**config.mk**
```make
export PLATFORM = sky130hd
export DESIGN_NAME = hdu_uart
export DESIGN_NICKNAME = d
export VERILOG_FILES = /design/src/hdl/hdu_pkg.sv /design/src/hdl/hdu_baud.sv /design/src/hdl/hdu_uart.sv
export SDC_FILE = /design/constraint.sdc
export NUM_CORES = 1
export LEC_CHECK = 0
export BUFFER_PORTS_ARGS = -buffer_cell sky130_fd_sc_hd__buf_2
export CAP_MARGIN = 20
export CORE_MARGIN = 2
export CORE_UTILIZATION = 30
export CTS_BUF_LIST = sky130_fd_sc_hd__clkbuf_4 sky130_fd_sc_hd__clkbuf_8 sky130_fd_sc_hd__clkbuf_16
export CTS_CLUSTER_DIAMETER = 50
export DETAILED_ROUTE_END_ITERATION = 6
export GPL_TIMING_DRIVEN = 0
export PLACE_DENSITY_LB_ADDON = 0.12
export SLEW_MARGIN = 30
export SYNTH_ARGS = -nofsm -noshare
export SYNTH_HDL_FRONTEND = slang
export SYNTH_SLANG_ARGS = --single-unit
```
**constraint.sdc**
```tcl
create_clock -name clk -period 3.55 [get_ports clk]
set_input_delay 0.1775 -clock clk [delete_from_list [all_inputs] [get_ports clk]]
set_output_delay 0.1775 -clock clk [all_outputs]
set_load 0.01 [all_outputs]
```
**src/hdl/hdu_pkg.sv**
```systemverilog
// Constants and types shared by the half-duplex serial port
package hdu_pkg;

  // Register byte offsets on the APB
  localparam logic [7:0] ADDR_BUF = 8'h00;
  localparam logic [7:0] ADDR_CTRL = 8'h04;
  localparam logic [7:0] ADDR_MODE_A = 8'h08;
  localparam logic [7:0] ADDR_MODE_B = 8'h0C;
  localparam logic [7:0] ADDR_BAUD_LO = 8'h10;
  localparam logic [7:0] ADDR_BAUD_HI = 8'h14;
  localparam logic [7:0] ADDR_STAT = 8'h18;

  // Values after reset
  localparam logic [7:0] BUF_RST = 8'h00;
  localparam logic [7:0] MODE_RST = 8'h00;
  localparam logic [7:0] BAUD_LO_RST = 8'hFF;
  localparam logic [3:0] BAUD_HI_RST = 4'hF;

  // Writable bits of the two mode registers
  localparam logic [7:0] MODE_A_MASK = 8'h37;
  localparam logic [7:0] MODE_B_MASK = 8'h7F;

  // Control register field
  localparam int CTL_RUN = 0;

  // serial_mode_a fields
  localparam int MA_DIR = 0;
  localparam int MA_CK_LO = 1;
  localparam int MA_CK_HI = 2;
  localparam int MA_RXSEL = 4;
  localparam int MA_RSS = 5;

  // serial_mode_b fields
  localparam int MB_LEN_LO = 0;
  localparam int MB_LEN_HI = 1;
  localparam int MB_PAR_LO = 2;
  localparam int MB_PAR_HI = 3;
  localparam int MB_STP = 4;
  localparam int MB_NEG = 5;
  localparam int MB_ORD = 6;

  // serial_status fields
  localparam int ST_FER = 0;
  localparam int ST_OER = 1;
  localparam int ST_PER = 2;
  localparam int ST_FUL = 3;

  // Baud generator: width of the count and longest period in ticks of the count source
  localparam int BAUD_W = 12;
  localparam int BAUD_MAX_PERIOD = 4096;

  // Input synchroniser depth
  localparam int SYNC_STAGES = 3;

  typedef enum logic [2:0] {
    HDU_IDLE,
    HDU_LOAD,
    HDU_START,
    HDU_DATA,
    HDU_PARITY,
    HDU_STOP
  } hdu_state_e;

endpackage

```
**src/hdl/hdu_baud.sv**
```systemverilog
// Baud generator: bit-period counter with bit edge and sample strobes
`timescale 1ns/100ps
module hdu_baud import hdu_pkg::*; #(
  parameter int CNT_W = BAUD_W
) (
  // Clock and reset
  input wire logic clk,
  input wire logic rst_b,
  // Selectable count sources, one-cycle enables in the clk domain
  input wire logic low_speed_clock,
  input wire logic high_speed_clock,
  input wire logic [1:0] clock_sel,
  // Programmed count and sample-point select
  input wire logic [CNT_W-1:0] count,
  input wire logic sample_point_select,
  // Restart the bit period from zero
  input wire logic restart,
  // Strobes
  output logic tick,
  output logic bit_edge,
  output logic sample
);

  typedef struct packed {
    logic [CNT_W-1:0] cnt;
  } hdu_baud_s;

  hdu_baud_s s;
  hdu_baud_s next_s;
  logic [CNT_W-1:0] half;
  logic [CNT_W-1:0] spot;

  if (CNT_W < 2 || CNT_W > 16) begin : g_chk
    $error("hdu_baud: CNT_W out of range");
  end

  always_comb begin
    // Code 00 low speed, 1x high speed, 01 not allowed and reads as low
    // count source select
    tick = clock_sel[1] ? high_speed_clock : low_speed_clock;
    half = count >> 1;
    // half count or half minus one
    spot = (sample_point_select && half != '0) ? half - 1'b1 : half;
    bit_edge = tick && !restart && (s.cnt == count);
    sample = tick && !restart && (s.cnt == spot);
    next_s = s;
    // period of count plus one ticks of the selected source
    if (restart) begin
      next_s.cnt = '0;
    end else if (tick) begin
      next_s.cnt = (s.cnt == count) ? '0 : s.cnt + 1'b1;
    end
  end

  always_ff @(posedge clk or negedge rst_b) begin
    if (!rst_b) begin
      s <= '0;
    end else begin
      s <= next_s;
    end
  end

endmodule

```
**src/hdl/hdu_uart.sv**
```systemverilog
// Half-duplex serial port with APB registers and baud generator
//
// Implementation choices: the register offsets and the APB register port.
`timescale 1ns/100ps

module hdu_uart import hdu_pkg::*; #(
  parameter int CNT_W = BAUD_W
) (
  // Clock and reset
  input wire logic clk,
  input wire logic rst_b,
  // APB slave
  input wire logic psel,
  input wire logic penable,
  input wire logic pwrite,
  input wire logic [7:0] paddr,
  input wire logic [31:0] pwdata,
  output logic [31:0] prdata,
  output logic pready,
  output logic pslverr,
  // Baud count sources, one-cycle enables in the clk domain
  input wire logic low_speed_clock,
  input wire logic high_speed_clock,
  // Serial line and event
  input wire logic serial_in_pin,
  output logic serial_out_pin,
  output logic serial_irq
);

  typedef struct packed {
    logic [7:0] tx_rx_buffer;
    logic run_bit;
    logic [7:0] serial_mode_a;
    logic [7:0] serial_mode_b;
    logic [7:0] baud_count_low;
    logic [3:0] baud_count_high;
    logic [3:0] serial_status;
    logic unread;
    hdu_state_e state;
    logic [3:0] bit_cnt;
    logic [7:0] shreg;
    logic par_bit;
    logic stop_cnt;
    logic copy_pend;
    logic [SYNC_STAGES-1:0] sync;
    logic rx_lvl;
    logic [31:0] prdata;
    logic pready;
    logic pslverr;
    logic txd;
    logic irq;
  } hdu_uart_s;

  hdu_uart_s s;
  hdu_uart_s next_s;

  logic tick;
  logic bit_edge;
  logic sample;
  logic restart;
  logic direction_select;
  logic neg;
  logic msb_first;
  logic par_en;
  logic odd_par;
  logic two_stop;
  logic [3:0] len;
  logic line_bit;
  logic acc;
  logic wr;
  logic rd;
  logic mapped;
  logic [7:0] rd_byte;
  logic ful_set;
  logic ful_clr;
  logic oer_set;
  logic rx_done;
  logic rx_fer;
  logic rx_per;
  logic stat_clr;
  logic tx_bit;
  logic tx_drive;

  if (CNT_W != BAUD_W) begin : g_chk
    $error("hdu_uart: count width must match the baud registers");
  end

  function automatic logic [3:0] data_len(input logic [1:0] code);
    data_len = 4'h8 - {2'b00, code};
  endfunction

  function automatic logic [7:0] len_mask(input logic [3:0] n);
    len_mask = 8'hFF >> (4'h8 - n);
  endfunction

  // word reordered so the line always takes bit 0 first
  function automatic logic [7:0] tx_order(input logic [7:0] w,
                                          input logic [3:0] n,
                                          input logic msb);
    logic [7:0] m;
    logic [7:0] r;
    m = w & len_mask(n);
    for (int i = 0; i < 8; i++) begin
      r[i] = m[7-i];
    end
    tx_order = msb ? (r >> (4'h8 - n)) : m;
  endfunction

  // Parity bit for the given data and sense
  function automatic logic par_of(input logic [7:0] w, input logic odd);
    par_of = (^w) ^ odd;
  endfunction

  hdu_baud #(
    .CNT_W(CNT_W)
  ) u_baud (
    .clk(clk),
    .rst_b(rst_b),
    .low_speed_clock(low_speed_clock),
    .high_speed_clock(high_speed_clock),
    .clock_sel({s.serial_mode_a[MA_CK_HI], s.serial_mode_a[MA_CK_LO]}),
    .count({s.baud_count_high, s.baud_count_low}),
    .sample_point_select(s.serial_mode_a[MA_RSS]),
    .restart(restart),
    .tick(tick),
    .bit_edge(bit_edge),
    .sample(sample)
  );

  always_comb begin
    direction_select = s.serial_mode_a[MA_DIR];
    neg = s.serial_mode_b[MB_NEG];
    msb_first = s.serial_mode_b[MB_ORD];
    par_en = !s.serial_mode_b[MB_PAR_HI];
    odd_par = s.serial_mode_b[MB_PAR_LO];
    two_stop = s.serial_mode_b[MB_STP];
    len = data_len({s.serial_mode_b[MB_LEN_HI], s.serial_mode_b[MB_LEN_LO]});
    // negative logic inverts the received level
    line_bit = s.rx_lvl ^ neg;
    acc = psel && penable && s.pready;
    wr = acc && pwrite;
    rd = acc && !pwrite;
    stat_clr = wr && paddr == ADDR_STAT;
    mapped = 1'b1;
    case (paddr)
      ADDR_BUF: rd_byte = s.tx_rx_buffer;
      ADDR_CTRL: rd_byte = {7'h00, s.run_bit};
      ADDR_MODE_A: rd_byte = s.serial_mode_a;
      ADDR_MODE_B: rd_byte = s.serial_mode_b;
      ADDR_BAUD_LO: rd_byte = s.baud_count_low;
      ADDR_BAUD_HI: rd_byte = {4'h0, s.baud_count_high};
      ADDR_STAT: rd_byte = {4'h0, s.serial_status};
      default: begin
        rd_byte = 8'h00;
        mapped = 1'b0;
      end
    endcase

    next_s = s;
    next_s.irq = 1'b0;
    restart = 1'b0;
    ful_set = 1'b0;
    ful_clr = 1'b0;
    oer_set = 1'b0;
    rx_done = 1'b0;
    rx_fer = 1'b0;
    rx_per = 1'b0;
    tx_bit = 1'b1;
    tx_drive = 1'b0;

    next_s.sync = {s.sync[SYNC_STAGES-2:0], serial_in_pin};
    if (s.sync[2] == s.sync[1]) begin
      next_s.rx_lvl = s.sync[2];
    end

    // APB: answer in the access phase after each setup cycle
    if (psel && !penable) begin
      next_s.pready = 1'b1;
      next_s.pslverr = !mapped;
      next_s.prdata = {24'h000000, rd_byte};
    end else begin
      next_s.pready = 1'b0;
      next_s.pslverr = 1'b0;
    end

    if (wr) begin
      case (paddr)
        ADDR_BUF: begin
          // full set on a transmit-mode write
          if (!direction_select) begin
            next_s.tx_rx_buffer = pwdata[7:0];
            ful_set = 1'b1;
          end
        end
        ADDR_MODE_A: next_s.serial_mode_a = pwdata[7:0] & MODE_A_MASK;
        ADDR_MODE_B: next_s.serial_mode_b = pwdata[7:0] & MODE_B_MASK;
        ADDR_BAUD_LO: next_s.baud_count_low = pwdata[7:0];
        ADDR_BAUD_HI: next_s.baud_count_high = pwdata[3:0];
        default: ;
      endcase
    end
    if (rd && paddr == ADDR_BUF) begin
      next_s.unread = 1'b0;
    end

    if (!s.run_bit) begin
      next_s.state = HDU_IDLE;
    end else if (!direction_select) begin
      // Transmitter, stepped on falling edges of the transfer clock
      if (bit_edge) begin
        case (s.state)
          HDU_LOAD: tx_drive = 1'b1;
          HDU_START: begin
            tx_bit = s.shreg[0];
            next_s.shreg = s.shreg >> 1;
            next_s.bit_cnt = 4'h1;
            next_s.state = HDU_DATA;
          end
          HDU_DATA: begin
            if (s.bit_cnt == len) begin
              if (par_en) begin
                tx_bit = s.par_bit;
                next_s.state = HDU_PARITY;
              end else begin
                next_s.stop_cnt = 1'b0;
                next_s.state = HDU_STOP;
              end
            end else begin
              tx_bit = s.shreg[0];
              next_s.shreg = s.shreg >> 1;
              next_s.bit_cnt = s.bit_cnt + 4'h1;
            end
          end
          HDU_PARITY: begin
            next_s.stop_cnt = 1'b0;
            next_s.state = HDU_STOP;
          end
          HDU_STOP: begin
            if (two_stop && !s.stop_cnt) begin
              next_s.stop_cnt = 1'b1;
            end else if (s.serial_status[ST_FUL]) begin
              // interrupt after stop, next word follows at once
              tx_drive = 1'b1;
            end else begin
              next_s.run_bit = 1'b0;
              next_s.state = HDU_IDLE;
              next_s.irq = 1'b1;
            end
          end
          default: next_s.state = HDU_IDLE;
        endcase
      end
      if (tx_drive) begin
        // start bit, interrupt and full clear in one cycle
        next_s.shreg = tx_order(s.tx_rx_buffer, len, msb_first);
        next_s.par_bit = par_of(s.tx_rx_buffer & len_mask(len), odd_par);
        next_s.state = HDU_START;
        next_s.irq = 1'b1;
        ful_clr = 1'b1;
        tx_bit = 1'b0;
      end
    end else begin
      // receiver runs frame after frame while run is set
      case (s.state)
        HDU_IDLE: begin
          // start bit looked for on baud clock ticks
          // detection point is the timing reference
          if (tick && !line_bit) begin
            restart = 1'b1;
            next_s.state = HDU_START;
          end
        end
        HDU_START: begin
          if (sample) begin
            next_s.bit_cnt = 4'h0;
            next_s.shreg = 8'h00;
            next_s.state = line_bit ? HDU_IDLE : HDU_DATA;
          end
        end
        HDU_DATA: begin
          if (sample) begin
            if (msb_first) begin
              next_s.shreg[3'(len - 4'h1 - s.bit_cnt)] = line_bit;
            end else begin
              next_s.shreg[3'(s.bit_cnt)] = line_bit;
            end
            next_s.bit_cnt = s.bit_cnt + 4'h1;
            if (s.bit_cnt == len - 4'h1) begin
              next_s.copy_pend = !par_en;
              next_s.state = par_en ? HDU_PARITY : HDU_STOP;
            end
          end
        end
        HDU_PARITY: begin
          if (sample) begin
            next_s.par_bit = line_bit;
            next_s.copy_pend = 1'b1;
            next_s.state = HDU_STOP;
          end
        end
        HDU_STOP: begin
          // word copied on the following falling edge
          if (bit_edge && s.copy_pend) begin
            next_s.tx_rx_buffer = s.shreg;
            next_s.copy_pend = 1'b0;
            next_s.unread = 1'b1;
            oer_set = s.unread;
          end else if (sample && !s.copy_pend) begin
            // check stop and parity, then interrupt
            rx_done = 1'b1;
            rx_fer = !line_bit;
            rx_per = par_en && (s.par_bit != par_of(s.shreg, odd_par));
            next_s.irq = 1'b1;
            next_s.state = HDU_IDLE;
          end
        end
        default: next_s.state = HDU_IDLE;
      endcase
    end

    if (wr && paddr == ADDR_CTRL) begin
      if (!pwdata[CTL_RUN]) begin
        next_s.run_bit = 1'b0;
        next_s.state = HDU_IDLE;
        next_s.copy_pend = 1'b0;
      end else if (!s.run_bit) begin
        if (direction_select) begin
          next_s.run_bit = 1'b1;
          next_s.state = HDU_IDLE;
          // restart with the last word still unread
          oer_set = oer_set | s.unread;
        end else if (s.serial_status[ST_FUL]) begin
          // buffered word: start the transfer clock
          next_s.run_bit = 1'b1;
          next_s.state = HDU_LOAD;
          restart = 1'b1;
        end else begin
          next_s.irq = 1'b1;
        end
      end
    end

    // status write clears, a same-cycle event still sets
    if (stat_clr) begin
      next_s.serial_status = 4'h0;
    end
    // full set wins over its clear
    if (ful_clr) begin
      next_s.serial_status[ST_FUL] = 1'b0;
    end
    if (ful_set) begin
      next_s.serial_status[ST_FUL] = 1'b1;
    end
    if (oer_set) begin
      next_s.serial_status[ST_OER] = 1'b1;
    end
    // parity flag follows each completed reception
    if (rx_done) begin
      next_s.serial_status[ST_PER] = rx_per;
      next_s.serial_status[ST_FER] = rx_fer;
    end
    if (!direction_select) begin
      next_s.serial_status[ST_PER] = 1'b0;
      next_s.serial_status[ST_OER] = 1'b0;
      next_s.serial_status[ST_FER] = 1'b0;
    end else begin
      next_s.serial_status[ST_FUL] = 1'b0;
    end

    if (direction_select) begin
      next_s.txd = 1'b1;
    end else if (s.run_bit && (bit_edge || tx_drive)) begin
      // negative logic inverts the sent level
      next_s.txd = tx_bit ^ neg;
    end else if (!s.run_bit || s.state == HDU_IDLE) begin
      next_s.txd = !neg;
    end
  end

  always_ff @(posedge clk or negedge rst_b) begin
    if (!rst_b) begin
      s <= '0;
      s.tx_rx_buffer <= BUF_RST;
      s.serial_mode_a <= MODE_RST;
      s.serial_mode_b <= MODE_RST;
      s.baud_count_low <= BAUD_LO_RST;
      s.baud_count_high <= BAUD_HI_RST;
      s.state <= HDU_IDLE;
      s.sync <= '1;
      s.rx_lvl <= 1'b1;
      s.txd <= 1'b1;
    end else begin
      s <= next_s;
    end
  end

  assign prdata = s.prdata;
  assign pready = s.pready;
  assign pslverr = s.pslverr;
  assign serial_out_pin = s.txd;
  assign serial_irq = s.irq;

endmodule

```
# Word-level counts from Yosys, hierarchy flattened
# Cells that the tools add are included.
[totals]
reg_bits = 84
in_bits = 48
out_inout_bits = 36
elab_cells = 281
[classes]
add_sub_neg = 7
order_cmp = 4
n_eq_ne = 29
shifts = 2
muxes = 153
n_bitwise = 7
reduce_logical = 55
[ops]
columns = ["op", "n"]
rows = [
  ["$mux W1", 102],
  ["$mux W8", 8],
  ["$mux W12", 5],
  ["$pmux W8 S7", 1],
  ["$mux W3", 16],
  ["$pmux W12 S2", 2],
  ["$mux W15", 3],
  ["$pmux W3 S5", 2],
  ["$eq A12 B12 Y1", 2],
  ["$eq A8 B5 Y1 const B", 3],
  ["$logic_and A1 B1 Y1", 20],
  ["$mux W9", 2],
  ["$bwmux W8", 2],
  ["$eq A8 B4 Y1 const B", 2],
  ["$mux W16", 1],
  ["$reduce_xor A8 Y1", 2],
  ["$reduce_and A7 Y1", 2],
  ["$add A12 B1 Y12 const B", 1],
  ["$reduce_bool A12 Y1", 1],
  ["$reduce_bool A3 Y1", 4],
  ["$sub A11 B1 Y12 const B", 1],
  ["$logic_not A1 Y1", 10],
  ["$ne A3 B1 Y1 const B", 3],
  ["$ne A3 B3 Y1 const B", 3],
  ["37 further kinds", 59],
]

# Depth between registers and ports, before layout
[depth]
word_depth = 27
ltp_mapped = 16

# Hierarchy
# A second synthesis with hierarchy kept.
[hier_totals]
cells_unflattened = 718
area_unflattened_um2 = 6306.0
[by_module_without_submodules]
columns = ["module", "instances", "cells_each", "area_per_inst_um2"]
rows = [
  ["hdu_uart", 1, 556, 4992.3],
  ["hdu_baud", 1, 162, 1313.8],
]

# Worst setup path after synthesis
# OpenSTA, ideal clock, no wires.
[synth_timing]
path_type = "register to register"
startpoint = "register s[75] in the netlist's numbering"
endpoint = "register s[45] in the netlist's numbering"
t_arrival_ps = 3599
slack_ps = -175
stages_incl_launch_ff = 16
cell_sequence = "dfrtp_1 clkbuf_1 clkbuf_1 inv_1 ha_1 clkbuf_1 buf_1 xnor2_1 inv_1 fa_1 nand2b_1 nor2_1 a21oi_1 o22a_1 o21a_1 o32a_1"
[synth_between]
elab_chain_cells = 12
word_cells_on_any_way = 22
cone_classes = "add/sub: 4; order compare: 2; eq/ne: 2; shift: 2; mux: 9; bitwise: 1; reduce/logical: 2"
[synth_rtl]
columns = ["element", "line_no", "text"]
rows = [
  ["from (decl)", "hdu_uart.sv:54", "hdu_uart_s s;"],
  ["from (signal assigned)", "hdu_uart.sv:393", "s <= next_s;"],
  ["$sub A4 B2 Y4 *", "hdu_uart.sv:89", "data_len = 4'h8 - {2'b00, code};"],
  ["$sub A4 B1 Y4", "-", ""],
  ["$sub A3 B3 Y3", "hdu_uart.sv:283", "next_s.shreg[3'(len - 4'h1 - s.bit_cnt)] = line_bit;"],
  ["$lt A3 B4 Y1 (not written as such) / $ge A3 B1 Y1 (equally long branches)", "hdu_uart.sv:283", ""],
  ["$logic_and A1 B1 Y1 (not written as such)", "hdu_uart.sv:283", ""],
  ["$mux W1 (not written as such)", "hdu_uart.sv:283", ""],
  ["$demux W1 S3", "hdu_uart.sv:283", ""],
  ["$bwmux W8", "hdu_uart.sv:283", ""],
  ["$mux W8", "hdu_uart.sv:282", "if (msb_first) begin"],
  ["$mux W15", "hdu_uart.sv:281", "if (sample) begin"],
  ["$pmux W12 S2", "hdu_uart.sv:264", "case (s.state)"],
  ["$mux W16", "hdu_uart.sv:208", "end else if (!direction_select) begin"],
]
# Mark *: on every way between the ends. The rest lies on a longest branch, timed or not. The select of a mux whose other input is x is not followed.
# A chain may end at the register's enable or synchronous reset.

# Final worst setup path
[layout_timing]
startpoint = "register s[74] in the netlist's numbering"
endpoint = "register s[48] in the netlist's numbering"
[layout_between]
elab_chain_cells = 7
word_cells_on_any_way = 19
cone_classes = "add/sub: 1; eq/ne: 5; mux: 6; reduce/logical: 7"
[layout_rtl]
columns = ["element"]
rows = [
  ["branches (longest 7 deep; another with $sub A11 B1 Y12)"],
]
# Several ways; the timed one is not identified. The select of a mux whose other input is x is not followed.

==> results.md <==
- The run finished with clean final reports.
- The main flop type after synthesis is sky130_fd_sc_hd__dfrtp_1.
- The count of clock tree sinks is 84.
- The path type of the worst min-delay path is primary input to flop.
- The sum of overflow across all layers after global routing is 0.
- The clock tree skew after final layout is 0.0104 ns.
- Synthesis instantiated 78 different standard cells from the library.
- In the layout the commonest cells are sky130_fd_sc_hd__dfrtp_1 (66), sky130_fd_sc_hd__nor2_1 (61), sky130_fd_sc_hd__o21ai_0 (58).
- The clock latency of the later-clocked register in the worst-skew pair is 0.36 ns.
- The number of vias per cell after detailed routing is 5.37.
- The placed instance area is 0.00711 mm^2.
- The critical path startpoint category is a flop.
- The HPWL after detailed placement is 15600 um.
- After detailed routing, the wire length on met1 is 9980 um.
- The number of placed I/O pins is 84.
- The TritonCTS clock tree is yes.
- The largest driver fanout on the critical path is 10.
- The number of flops mapped to enable cells by yosys is 0.
- The via count of the first global-routing pass is 5497.
- The slew at the pin closest to its max-slew limit is 0.875 ns.
- The vertical die dimension is 151 um.
- The final layout contains routed wiring with a total length of 20500 um.
- The maximum VDD drop is 0.279 mV.
- The sort of element at the end of the critical path is a flop.
- The end-of-flow core utilization is 35.7%.
- The final hold violation count is 0.
- The share of async-settable or async-resettable flops after synthesis is 100%.
- The worst stage delay on the critical path is 0.62 ns.
- The first global-routing pass estimated 32300 um of wire.
- The critical path's slowest cell is sky130_fd_sc_hd__or4b_1.
- The critical path is of the flop to flop type.
- Summed over all failing endpoints, the final setup total negative slack is 0 ns.
- In the detailed route, the total length drawn on met2 is 9220 um.
- Synthesis handed over a netlist of 739 instances.
- Setup violations remaining at the end of the flow were counted as 0.
- The total routing resource utilization after global routing is 18.6%.
- The cell area after layout is 0.00752 mm^2.
- The initial utilization of the core area, before any placement, comes to 30.7%.
- The slack of the critical path is 0.111 ns.
- The final layout net count is 869.
- The shortest clock period the worst path allows after layout is 3.44 ns.
- The number of rows created at floorplan is 53.
- The proportion of power drawn by the clock network is 42.8%.
- The clock passes through at most 2 buffers.
- The max-slew violation count was 0.
- The count of warnings emitted by yosys is 0.
- The synthesized netlist occupies a cell area of 0.00646 mm^2.
- The number of levels the H-tree was split into is 3.
- In this design, the largest share of critical-path delay is due to simple AND/OR/NAND/NOR gates.
- The uppermost signal routing layer after detailed routing is met4.
- The internal power is 0.00181 W.
- The overall die width is 151 um.
- The antenna diode count is 0.
- The combinational family with the most area after synthesis is compound AO/OA/AOI/OAI gates.
- The first routing iteration left 390 violations.
- The critical path goes through clkbuf_1, or4b_1, or2_2, o31ai_1, xor2_1, nor4_2, and4_4, o21ai_4, buf_6, o32a_1.
- Dividing total power by cell area gives a power density of 339 mW/mm^2.
- The synthesized netlist devotes 7.18% of its cell area to XOR and XNOR gates.
- For this run, the detailed router's first-pass iteration total came to 5.
- Net switching is 28.9% of the power.
- After synthesis the netlist holds a flip-flop and latch count of 84.
- The share of post-route cells with drive strength above 1 is 21.4%.
- The share of power burned in registers is 40.5%.
- The share of total power dissipated in combinational logic is 16.7%.
- Of the post-synthesis cell area, the part taken by muxes is 8.13%.
- Once detail routing completed, the nets flagged for antenna violations numbered 0.
- The maximum achievable frequency is 0.291 GHz.
- STA puts the critical path data required time at 3.79 ns.
- OpenSTA, run right after detailed placement, puts the worst setup slack at -0.615 ns.
- Together, buffers and inverters on the worst path number 2.
- Routability-driven placement finished with a final weighted congestion of 0.850.
- After Yosys synthesis, full adders, half adders and majority gates account for 2.01% of the synthesized area.
- The simple-gate area share of the yosys netlist is 18.5%.
- The region available for standard cell placement spans 0.0211 mm^2.
- The area added between synthesis and finish is 16.3%.
- The die area is 0.0227 mm^2.
- The initial antenna violation count was 0.
- The critical path data arrival time is 3.68 ns.
- After clock tree synthesis, the clock-pin slew on the worst setup and hold paths is 0.07 ns.
- The average wire per standard cell is 18.8 um.
- The final clock period utilization by the worst path is 96.9%.
- Summed over all nets, the switching power comes to 0.000736 W.
- The share of the Yosys chip area taken by registers is 32.8%.
- The count of port buffers added during placement is 33.
- The max-slew headroom at the worst pin is 41.3%.
- The pin count of the biggest net entering global routing is 50.
- The via count of the routed design is 5862.
- After detailed routing, the number of remaining DRC violations is 0.
- The TritonCTS buffer count is 9.
- The buffer cell driving the clock tree root is sky130_fd_sc_hd__clkbuf_16.
- Each instance of the synthesized netlist takes up on average 8.75 um^2.
- The total of max-cap violations is 0.
- Setup repair after global routing left no endpoint under its margin.
- The reported leakage power is 3.15 nW.
- The amount of wire on met3 after detailed routing is 1060 um.
- Summing the areas of all compound-gate instances in the mapped netlist gives 21.2% of the synthesized area.
- Leaving out fill and tap cells, the most frequent cell in the layout is sky130_fd_sc_hd__dfrtp_1.
flip-flops by register name, indices dropped and copies added (netlist names):
| signal | cells |
|---|---|
| msb_first | 1 |
| odd_par | 1 |
| next_s | 2 |
| neg | 1 |
| pready | 1 |
| direction_select | 1 |
| serial_irq | 1 |
| serial_out_pin | 1 |
| s | 54 |
| pslverr | 1 |
| prdata | 8 |
| u_baud.s | 12 |
synth_stat cells, types with 3 or more instances:
| library cell | instances | area (um^2) |
|---|---|---|
| sky130_fd_sc_hd__o22a_1 | 5 | 43.8 |
| sky130_fd_sc_hd__or4_1 | 3 | 22.5 |
| sky130_fd_sc_hd__o21ai_0 | 58 | 290 |
| sky130_fd_sc_hd__nand2b_1 | 17 | 106 |
| sky130_fd_sc_hd__and3_1 | 12 | 75.1 |
| sky130_fd_sc_hd__buf_6 | 7 | 78.8 |
| sky130_fd_sc_hd__dfrtp_1 | 67 | 1680 |
| sky130_fd_sc_hd__clkbuf_8 | 6 | 82.6 |
| sky130_fd_sc_hd__buf_4 | 37 | 278 |
| sky130_fd_sc_hd__o22ai_1 | 3 | 18.8 |
| sky130_fd_sc_hd__nand3_1 | 17 | 85.1 |
| sky130_fd_sc_hd__nand2_1 | 55 | 206 |
| sky130_fd_sc_hd__ha_1 | 8 | 100 |
| sky130_fd_sc_hd__a21oi_1 | 51 | 255 |
| sky130_fd_sc_hd__xor2_1 | 13 | 114 |
| sky130_fd_sc_hd__buf_1 | 3 | 11.3 |
| sky130_fd_sc_hd__nor2b_1 | 10 | 62.6 |
| sky130_fd_sc_hd__clkbuf_1 | 33 | 124 |
| sky130_fd_sc_hd__o21a_1 | 10 | 75.1 |
| sky130_fd_sc_hd__a32o_1 | 4 | 40.0 |
| sky130_fd_sc_hd__xnor2_1 | 40 | 350 |
| sky130_fd_sc_hd__nor3_1 | 14 | 70.1 |
| sky130_fd_sc_hd__a22oi_1 | 9 | 67.6 |
| sky130_fd_sc_hd__or2_2 | 3 | 18.8 |
| sky130_fd_sc_hd__o31ai_1 | 5 | 37.5 |
| sky130_fd_sc_hd__or3_1 | 4 | 25.0 |
| sky130_fd_sc_hd__mux2_2 | 24 | 270 |
| sky130_fd_sc_hd__nand4_1 | 10 | 62.6 |
| sky130_fd_sc_hd__a31oi_1 | 4 | 25.0 |
| sky130_fd_sc_hd__and2_1 | 5 | 31.3 |
| sky130_fd_sc_hd__nor4_1 | 8 | 50.1 |
| sky130_fd_sc_hd__a211oi_1 | 10 | 75.1 |
| sky130_fd_sc_hd__mux2i_1 | 21 | 210 |
| sky130_fd_sc_hd__nor3b_1 | 3 | 22.5 |
| sky130_fd_sc_hd__dfstp_2 | 17 | 447 |
| sky130_fd_sc_hd__nor2_1 | 61 | 229 |
| sky130_fd_sc_hd__o32a_1 | 11 | 110 |
| sky130_fd_sc_hd__inv_1 | 19 | 71.3 |
power by group through the flow:
stage	clock network (W)	registers, W	logic, W
finish	0.00109	0.00103	0.000425
CTS	0.00111	0.00103	0.000419
floorplan	0	0.00104	0.000285
global route	0.00116	0.00103	0.000472
detailed placement	0	0.00105	0.000406
global placement	0	0.00105	0.000397
worst reg2reg max path: cells and delay by family (launching register included):
kind / cells / cell delay (ns)
AOI/OAI and AO/OA: 3 / 0.74
and+or+nand+nor: 4 / 1.67
DFF: 1 / 0.36
buffers and inverters: 2 / 0.40
xor gates and xnor gates: 1 / 0.14
cells by family after synthesis:
group | count (synthesis)
DFF | 84
AOI/OAI and AO/OA | 201
adders and majority gates | 10
buffers and inverters | 107
other | 1
and+or+nand+nor | 236
muxes | 47
xor gates and xnor gates | 53
through the flow:
| stage | cells | hold WS, ns | power (W) |
|---|---|---|---|
| final | 1092 | 0.0912 | 0.00255 |
| after CTS | 1090 | 0.0835 | 0.00256 |
| after floorplan | 762 | -0.118 | 0.00132 |
| after global placement | 1070 | 0.284 | 0.00144 |
| after detailed placement | 1071 | 0.119 | 0.00145 |
| after global routing | 1092 | 0.108 | 0.00267 |
final cells by class:
class | count | area [um^2]
clock buffer | 10 | 239
clock inverter | 6 | 93.8
fill | 2180 | 13600
tap | 275 | 344
sequential | 84 | 2130
buffer | 85 | 577
inverter | 19 | 71.3
timing repair buffer | 42 | 264
multi-input combinational | 571 | 3800
path summary, 6_finish.rpt:
| check | start | depth (start not counted) | end | slack (ns) |
|---|---|---|---|---|
| worst max-delay path | s[74] | 10 | s[48] | 0.11 |
| worst min-delay path | pwrite | 3 | s[58] | 0.09 |
| worst min register to register | next_s[38] | 0 | next_s[39] | 0.36 |
| worst max register to register | s[74] | 10 | s[48] | 0.11 |
| min in group asynchronous | rst_b | 2 | pready | 0.30 |
| max in group asynchronous | rst_b | 3 | s[69] | 2.60 |
layer usage:
| metal | up-vias | global-route usage, % |
|---|---|---|
| met5 | - | 0 |
| met4 | 0 | 4.35 |
| met3 | 16 | 2.23 |
| met2 | 214 | 28.8 |
| met1 | 2871 | 27.7 |
| li1 | 2761 | - |
what timing repair did:
item / in CTS / in global routing
hold buffers: 2 / 0
setup endpoints to repair: 16 / 25
pin swaps: 2 / 0
hold endpoints to repair: 35 / 0
resized for setup: 3 / 5
buffers inserted: 4 / 2
No activity file was read; power rests on OpenSTA's default activity.
